## src/wdg_pkg.sv

```systemverilog
// constants and types shared by the watchdog block
// assumes a 125 MHz system clock and an APB register bus
package wdg_pkg;
  // register byte addresses
  localparam logic [11:0] CTRL_OFS  = 12'h80c;
  localparam logic [11:0] STAT_OFS  = 12'h810;
  // control register fields
  localparam int          CS_BIT    = 7;
  localparam int          PS_MSB    = 5;
  localparam int          PS_LSB    = 1;
  localparam int          SEN_BIT   = 0;
  localparam logic        CS_RST    = 1'b0;
  localparam logic        SEN_RST   = 1'b0;
  localparam logic [4:0]  PS_RST    = 5'h0b;
  localparam logic [4:0]  PS_MAX    = 5'h12;
  // status register fields
  localparam int          TO_BIT    = 0;
  localparam int          PD_BIT    = 1;
  localparam int          WATCHDOG_RESET_FLAG_BIT  = 2;
  localparam int          SLP_BIT   = 3;
  localparam logic        FLAG_RST  = 1'b1;
  // time base
  localparam int          SYS_HZ    = 125000000;
  localparam int          LF_HZ     = 31000;
  localparam int          MF_HZ     = 31250;
  localparam int          LF_DIV    = SYS_HZ / LF_HZ;
  localparam int          MF_DIV    = SYS_HZ / MF_HZ;
  localparam int          DIV_W     = 13;
  // counter: 1:32 shifted by up to 18 reaches 2^23
  localparam int          CNT_W     = 23;
  localparam logic [22:0] BASE_DIV  = 23'h000020;
  // operating modes from the configuration word
  typedef enum logic [1:0] {
    MODE_OFF   = 2'b00,
    MODE_SW    = 2'b01,
    MODE_NOSLP = 2'b10,
    MODE_ON    = 2'b11
  } wdg_mode_e;
  // device power state, one-hot
  typedef enum logic [1:0] {
    ST_AWAKE  = 2'b01,
    ST_ASLEEP = 2'b10
  } wdg_dev_e;
endpackage : wdg_pkg

```

## src/wdg_top.sv

```systemverilog
// watchdog counter with sleep wake, APB slave for its registers
// assumes core events arrive as one-cycle pulses on i_sys_clk
//
// How it works
// RQ1 - awake time-out without clear resets device
// RQ2 - cs 1 picks 31.25 kHz, 0 31 kHz
// RQ3 - mode 11 always active, sleep too
// RQ4 - mode 10 active awake, off asleep
// RQ5 - mode 01 follows software enable bit
// RQ6 - mode 00 always disabled
// RQ7 - prescale n gives ratio 32 shl n
// RQ8 - reserved prescale codes act as 1:32
// RQ9 - prescale resets to code 01011
// RQ10 - clear on reset, instruction, sleep, wake, write
// RQ11 - in sleep, count restarts from zero
// RQ12 - sleep time-out wakes, never resets
// RQ13 - time-out clears three status flags
// RQ14 - cs bit7, prescale 5:1, enable bit0
// RQ15 - disabled watchdog holds count at zero
//
// Our own choice: the APB interface to the registers.
`timescale 1ns/1ps
module wdg_top #(
  // time base dividers, system cycles per oscillator tick
  parameter int LF_DIV = wdg_pkg::LF_DIV,
  parameter int MF_DIV = wdg_pkg::MF_DIV
) (
  // clock and reset
  input  wire logic        i_sys_clk,
  input  wire logic        i_rst_n,
  // apb slave
  input  wire logic        i_psel,
  input  wire logic        i_penable,
  input  wire logic        i_pwrite,
  input  wire logic [11:0] i_paddr,
  input  wire logic [31:0] i_pwdata,
  input  wire logic [3:0]  i_pstrb,
  output logic      [31:0] o_prdata,
  output logic             o_pready,
  output logic             o_pslverr,
  // core events and configuration
  input  wire logic [1:0]  i_mode_sel,
  input  wire logic        i_clear_wdt,
  input  wire logic        i_sleep_req,
  input  wire logic        i_wake_req,
  // device effects and status
  output logic             o_wdt_reset,
  output logic             o_wake,
  output logic             o_asleep,
  output logic             o_timeout_n,
  output logic             o_power_down_n,
  output logic             o_wdt_reset_flag_n
);

  // prescale code to terminal count, reserved codes fold to 1:32
  function automatic logic [22:0] wdg_term(input logic [4:0] ps);
    logic [4:0] n;
    n = (ps > wdg_pkg::PS_MAX) ? 5'h00 : ps; // RQ8
    return (wdg_pkg::BASE_DIV << n) - 23'h000001; // RQ7
  endfunction : wdg_term

  // control register fields
  logic                     cs_reg;
  logic [4:0]               ps_reg;
  logic                     sen_reg;
  // device state and counter
  wdg_pkg::wdg_dev_e        dev_reg;
  logic [wdg_pkg::CNT_W-1:0] cnt_reg;
  // status flags, active low
  logic                     to_n_reg;
  logic                     pd_n_reg;
  logic                     watchdog_reset_flag_n_reg;
  // bus answer registers
  logic [31:0]              prdata_reg;
  logic                     pready_reg;
  logic                     pslverr_reg;
  // event outputs
  logic                     rst_out_reg;
  logic                     wake_out_reg;
  // oscillator tick per source: 0 low, 1 medium
  wire  [1:0]               osc_tick;

  // oscillator time bases as enables from the system clock
  for (genvar g = 0; g < 2; g++) begin : g_osc
    localparam int DIVN = (g == 0) ? LF_DIV : MF_DIV;
    logic [wdg_pkg::DIV_W-1:0] div_reg;  // cycle count
    logic                      tick_reg; // one-cycle tick
    // both run always so a source switch sees a live tick
    always_ff @(posedge i_sys_clk or negedge i_rst_n) begin
      if (!i_rst_n) begin
        div_reg  <= '0;
        tick_reg <= 1'b0;
      end else if (div_reg == wdg_pkg::DIV_W'(DIVN - 1)) begin
        div_reg  <= '0;
        tick_reg <= 1'b1;
      end else begin
        div_reg  <= div_reg + 1'b1;
        tick_reg <= 1'b0;
      end
    end
    // one flop per source keeps each bit single-driven
    assign osc_tick[g] = tick_reg;
  end

  // bus decode; the write lands on the edge that samples pready
  wire bus_acc   = i_psel & i_penable & pready_reg;
  wire bus_wr    = bus_acc & i_pwrite;
  wire hit_ctrl  = (i_paddr == wdg_pkg::CTRL_OFS);
  wire hit_stat  = (i_paddr == wdg_pkg::STAT_OFS);
  wire mapped    = hit_ctrl | hit_stat;
  wire ctrl_wr   = bus_wr & hit_ctrl; // RQ10
  wire ctrl_load = ctrl_wr & i_pstrb[0];
  wire watchdog_reset_flag_set  = bus_wr & hit_stat & i_pstrb[0]
                 & i_pwdata[wdg_pkg::WATCHDOG_RESET_FLAG_BIT];

  // mode decode
  wire asleep    = (dev_reg == wdg_pkg::ST_ASLEEP);
  wire awake     = (dev_reg == wdg_pkg::ST_AWAKE);
  wire mode_on   = (i_mode_sel == wdg_pkg::MODE_ON);    // RQ3
  wire mode_nosl = (i_mode_sel == wdg_pkg::MODE_NOSLP); // RQ4
  wire mode_sw   = (i_mode_sel == wdg_pkg::MODE_SW);    // RQ5
  // mode 00 matches no term, so it is never active
  wire active    = mode_on | (mode_nosl & awake)        // RQ6
                 | (mode_sw & sen_reg);

  // counter time base and terminal count
  wire                       tick = cs_reg ? osc_tick[1]
                                           : osc_tick[0]; // RQ2
  wire [wdg_pkg::CNT_W-1:0]  term = wdg_term(ps_reg);
  wire                       at_term = (cnt_reg == term);

  // a clear in the same cycle beats the expiry
  wire timeout   = active & tick & at_term
                 & ~i_clear_wdt & ~ctrl_wr;
  wire sleep_in  = awake & i_sleep_req;
  wire wake_evt  = asleep & (i_wake_req | timeout); // RQ12
  wire cnt_clr   = i_clear_wdt | ctrl_wr | sleep_in
                 | wake_evt | ~active; // RQ10

  // control register
  always_ff @(posedge i_sys_clk or negedge i_rst_n) begin
    if (!i_rst_n) begin
      cs_reg  <= wdg_pkg::CS_RST;
      ps_reg  <= wdg_pkg::PS_RST; // RQ9
      sen_reg <= wdg_pkg::SEN_RST;
    end else if (ctrl_load) begin
      cs_reg  <= i_pwdata[wdg_pkg::CS_BIT]; // RQ14
      ps_reg  <= i_pwdata[wdg_pkg::PS_MSB:wdg_pkg::PS_LSB];
      sen_reg <= i_pwdata[wdg_pkg::SEN_BIT];
    end
  end

  // device power state
  wdg_pkg::wdg_dev_e dev_next;
  always_comb begin
    dev_next = dev_reg;
    unique case (dev_reg)
      wdg_pkg::ST_AWAKE: begin
        if (sleep_in) dev_next = wdg_pkg::ST_ASLEEP;
      end
      wdg_pkg::ST_ASLEEP: begin
        if (wake_evt) dev_next = wdg_pkg::ST_AWAKE; // RQ12
      end
      default: dev_next = wdg_pkg::ST_AWAKE; // illegal code
    endcase
  end

  always_ff @(posedge i_sys_clk or negedge i_rst_n) begin
    if (!i_rst_n) dev_reg <= wdg_pkg::ST_AWAKE;
    else          dev_reg <= dev_next;
  end

  // counter; held at zero while inactive
  always_ff @(posedge i_sys_clk or negedge i_rst_n) begin
    if (!i_rst_n) begin
      cnt_reg <= '0; // RQ10
    end else if (cnt_clr) begin
      cnt_reg <= '0; // RQ15 RQ11
    end else if (tick) begin
      cnt_reg <= at_term ? '0 : cnt_reg + 1'b1;
    end
  end

  // status flags; the hardware clear wins over a re-arm
  always_ff @(posedge i_sys_clk or negedge i_rst_n) begin
    if (!i_rst_n) begin
      to_n_reg   <= wdg_pkg::FLAG_RST;
      pd_n_reg   <= wdg_pkg::FLAG_RST;
      watchdog_reset_flag_n_reg <= wdg_pkg::FLAG_RST;
    end else if (timeout) begin
      to_n_reg   <= 1'b0; // RQ13
      pd_n_reg   <= 1'b0;
      watchdog_reset_flag_n_reg <= 1'b0;
    end else begin
      if (sleep_in) begin
        to_n_reg <= 1'b1;
        pd_n_reg <= 1'b0;
      end else if (i_clear_wdt) begin
        to_n_reg <= 1'b1;
        pd_n_reg <= 1'b1;
      end
      if (watchdog_reset_flag_set) watchdog_reset_flag_n_reg <= 1'b1;
    end
  end

  // event pulses: reset when awake, wake when asleep
  always_ff @(posedge i_sys_clk or negedge i_rst_n) begin
    if (!i_rst_n) begin
      rst_out_reg  <= 1'b0;
      wake_out_reg <= 1'b0;
    end else begin
      rst_out_reg  <= timeout & awake; // RQ1
      wake_out_reg <= wake_evt;
    end
  end

  // read data mux
  wire [31:0] ctrl_rd = {24'h000000, cs_reg, 1'b0, ps_reg, sen_reg};
  wire [31:0] stat_rd = {28'h0000000, asleep, watchdog_reset_flag_n_reg,
                         pd_n_reg, to_n_reg};
  wire [31:0] rd_mux  = hit_ctrl ? ctrl_rd
                      : hit_stat ? stat_rd : 32'h00000000;

  // one wait state: answer registered in the first access cycle
  always_ff @(posedge i_sys_clk or negedge i_rst_n) begin
    if (!i_rst_n) begin
      pready_reg  <= 1'b0;
      pslverr_reg <= 1'b0;
      prdata_reg  <= 32'h00000000;
    end else if (i_psel & i_penable & ~pready_reg) begin
      pready_reg  <= 1'b1;
      pslverr_reg <= ~mapped;
      prdata_reg  <= i_pwrite ? 32'h00000000 : rd_mux;
    end else begin
      pready_reg  <= 1'b0;
      pslverr_reg <= 1'b0;
      prdata_reg  <= 32'h00000000;
    end
  end

  // outputs straight from flops
  assign o_prdata           = prdata_reg;
  assign o_pready           = pready_reg;
  assign o_pslverr          = pslverr_reg;
  assign o_wdt_reset        = rst_out_reg;
  assign o_wake             = wake_out_reg;
  assign o_asleep           = dev_reg[1];
  assign o_timeout_n        = to_n_reg;
  assign o_power_down_n     = pd_n_reg;
  assign o_wdt_reset_flag_n = watchdog_reset_flag_n_reg;
endmodule : wdg_top

```

## config.mk

```make
export PLATFORM = sky130hd
export DESIGN_NAME = wdg_top
export DESIGN_NICKNAME = d
export VERILOG_FILES = /design/src/wdg_pkg.sv /design/src/wdg_top.sv
export SDC_FILE = /design/constraint.sdc
export NUM_CORES = 1
export LEC_CHECK = 0
export BUFFER_PORTS_ARGS = -buffer_cell sky130_fd_sc_hd__buf_2
export CAP_MARGIN = 20
export CORE_ASPECT_RATIO = 1.1
export CORE_MARGIN = 2
export CORE_UTILIZATION = 43
export DETAILED_ROUTE_END_ITERATION = 10
export GPL_TIMING_DRIVEN = 0
export PLACE_DENSITY_LB_ADDON = 0.05
export SLEW_MARGIN = 20
export SYNTH_ARGS = -nofsm -noshare
export SYNTH_HDL_FRONTEND = slang
export SYNTH_SLANG_ARGS = --single-unit
```

## constraint.sdc

```tcl
create_clock -name i_sys_clk -period 8.2 [get_ports i_sys_clk]
set_input_delay 1.64 -clock i_sys_clk [delete_from_list [all_inputs] [get_ports i_sys_clk]]
set_output_delay 1.64 -clock i_sys_clk [all_outputs]
set_load 0.05 [all_outputs]
```

==> results.py <==
metrics = {
    "yosys": {
        "synth_top_cell_by_area": "dfrtp_1",
        "async_flop_share": 1.00,
        "syn_inst": 463,
        "ys_seq_area_frac": 0.430,
        "ys.flop_type": "dfrtp_1",
        "synth_edf_count": 0,
        "syn_area_per_cell_sq_um": 9.34,
        "yosys-top-cells-area": "dfrtp_1, nor2_1, xor2_1, xnor2_1, buf_4",
        "synth.top_cell.area_share": 0.388,
        "syn_area_sq_mm": 0.00433,
        "ys_seq_elements": 74,
        "synth_cell_types": 61,
        "synth_warnings": 0,
    },
    "setup_path": {
        "critical_path.endpoint": "o_wdt_reset",
        "crit_slowest_cell": "dfstp_2",
        "reg2reg_from": "ps_reg[1]",
        "cp-end-kind": "flop",
        "path_buf_inv": 3,
        "reg2reg_setup_slack_ps": 4160,
        "reg2reg_to": "o_wdt_reset",
        "crit_required_ps": 8470,
        "slowest_delay_ps": 560,
        "worstPathCellList": "clkbuf_1 -> clkbuf_1 -> nor2_1 -> nand3_1 -> ha_1 -> buf_2 -> xnor2_1 -> or3_1 -> a21oi_1 -> nand2_1 -> or4b_1 -> nor4_1 -> and3_1",
        "path_max_fanout": 10,
        "crit_family": "simple AND/OR/NAND/NOR gates",
        "crit_path_start_kind": "flop",
        "rr_worst_depth": 13,
        "cp_num_cells": 13,
        "cp_common_cell": "clkbuf_1",
        "crit_start": "ps_reg[1]",
        "critPathKind": "flop to flop",
        "cp.arrival_ps": 4320,
    },
    "detailed_routing": {
        "via_per_inst": 5.26,
        "vias": 3513,
        "dr.pass1.iters": 4,
        "wl_per_cell_um": 14.6,
        "drc": 0,
        "route.antenna.remaining_nets": 0,
        "wl_mm": 9.74,
        "drtIter0Drc": 141,
    },
    "sta": {
        "rsz0062_at_grt": "no",
        "setup_violations": 0,
        "fin_skew_ps": 11.1,
        "fin_crit_sh": 0.493,
        "hold_viol": 0,
        "slew_viol_final": 0,
        "maxSlewHeadroom": 0.343,
        "max_freq_mhz": 247,
        "fin_tns_setup_ps": 0,
        "period_needed_ps": 4040,
        "worstMarginPinSlew_ps": 958,
        "setup_slack_ps": 4160,
    },
    "layout": {
        "largest_reg_flops": 26,
        "final_common_cell": "dfrtp_1",
        "mostFrequentLayoutCells": "dfrtp_1, nor2_1, buf_2",
        "area_growth_pct": 16.4,
        "drive_above_1_share": 0.217,
        "diodes": 0,
        "nets": 606,
    },
    "clock_network": {
        "clk_pin_slew_ps": 70,
        "clock_sinks": 74,
        "cts_buffer_depth": 2,
        "cts_resized": 0,
        "cts_tree": "yes",
        "h-tree-depth": 3,
        "cts_buffers": 9,
        "clock_latency_ps": 340,
        "hold_buffers": 0,
        "cts_setup_buffers": 0,
        "cts_root_buf": "clkbuf_8",
    },
    "power_and_ir_drop": {
        "p_clk_frac": 0.395,
        "p_sw_frac": 0.260,
        "power.switching_uw": 200,
        "power_frac_seq": 0.489,
        "ir_drop_uv": 99.9,
        "p_per_area_mw_per_mm2": 152,
        "fin_total_pwr_uw": 768,
        "p_int_uw": 568,
        "p_leak_uw": 0.00228,
        "pwr-share-comb": 0.115,
    },
    "global_routing": {
        "grt.busiest_layer": "met2",
        "grt_pass1_wl_mm": 16.6,
        "antenna_found_initial": 0,
        "gr-usage-met3": 0.0397,
        "gr-total-overflow": 0,
        "met2_usage": 0.329,
        "grtUsageTotal": 0.195,
        "grt_max_degree": 57,
        "use_met1": 0.241,
        "grt_pass1_vias": 3437,
    },
    "job": {
        "drv_cap": 0,
    },
    "floorplan": {
        "dieArea_sq_mm": 0.0109,
        "boundaryPins": 98,
        "coreArea_sq_mm": 0.00984,
        "initial_core_util": 0.440,
        "die_h_um": 109,
        "placementRows": 38,
        "die_w_um": 99.6,
    },
    "outcome": {
        "outcome": "complete, no violations",
    },
    "hold_path": {
        "hp-class": "flop to flop",
        "worstHoldStart": "g_osc[1].div_reg[12]",
        "min_delay_path_depth": 1,
    },
    "placed_design": {
        "place.gp.congestion": 0.853,
        "io_buffers": 44,
        "dp_hpwl_mm": 7.21,
        "post-place-ws_ps": 4100,
    },
}
final cells by class:
cell class | count | area [sq um]
Sequential cell | 74 | 1860
Tap cell | 120 | 150
Buffer | 43 | 288
Inverter | 7 | 26.3
Clock buffer | 11 | 131
Fill cell | 944 | 4800
Timing Repair Buffer | 46 | 255
Clock inverter | 4 | 77.6
Multi-Input combinational cell | 363 | 2250
power by group through the flow:
stage	clock network [uW]	logic (uW)	registers, uW
6_report	304	88.3	376
5_1_grt	329	95.5	376
4_1_cts	316	89.4	375
3_5_place_dp	0	89.3	383
3_3_place_gp	0	86.9	382
2_1_floorplan	0	50.5	394
worst min-delay path by stage:
stage	slack [ps]	endpoint
3_5_place_dp	460	g_osc[0].div_reg[4]
2_1_floorplan	440	g_osc[0].div_reg[4]
5_1_grt	480	g_osc[0].div_reg[4]
3_3_place_gp	460	g_osc[1].div_reg[4]
4_1_cts	470	g_osc[0].div_reg[4]
6_report	470	g_osc[1].div_reg[12]
metrics by stage:
stage,utilization,hold slack [ps],cells,instance area [sq um]
after floorplan,-,438,487,4420
after detailed placement,0.490,457,652,4820
after global placement,0.486,456,651,4790
after CTS,0.511,472,667,5030
after global routing,0.512,484,668,5040
final,0.512,470,668,5040
layer usage:
layer  share of wire  wire [um]
met1            0.44       4240
met2            0.51       4980
met3           0.027        264
met4           0.025        247
met5               0          0
synthesized netlist by cell type (3+ instances only):
cell and number:
nand3b_1 3, a22oi_1 4, clkbuf_1 8, o211ai_1 3, and2_1 5, mux2i_1 3, nand2_1 26, o31ai_1 3
or3_1 9, and3_1 17, buf_2 5, dfrtp_1 67, inv_1 7, nand4_1 9, ha_1 4, nor3_1 14
a21oi_1 12, nor2_1 63, o21ai_0 18, nor4_1 3, dfstp_2 7, mux2_2 7, buf_6 3, nand2b_1 4
nand3_1 29, buf_4 26, nor2b_1 9, xor2_1 26, o21a_1 5, xnor2_1 23
cells by family (layout without fill, tap and decap cells):
family / after synthesis / in the layout / share of synthesized area
flops: 74 / 74 / 0.430
mux: 10 / 10 / 0.0252
other cells: 1 / 25 / 0.000867
buf+inv: 50 / 111 / 0.0726
compound gates: 67 / 67 / 0.109
simple gates: 208 / 208 / 0.252
xor+xnor: 49 / 49 / 0.0992
fa+ha+maj: 4 / 4 / 0.0116
Note: power is estimated with default switching activity, not from simulation.
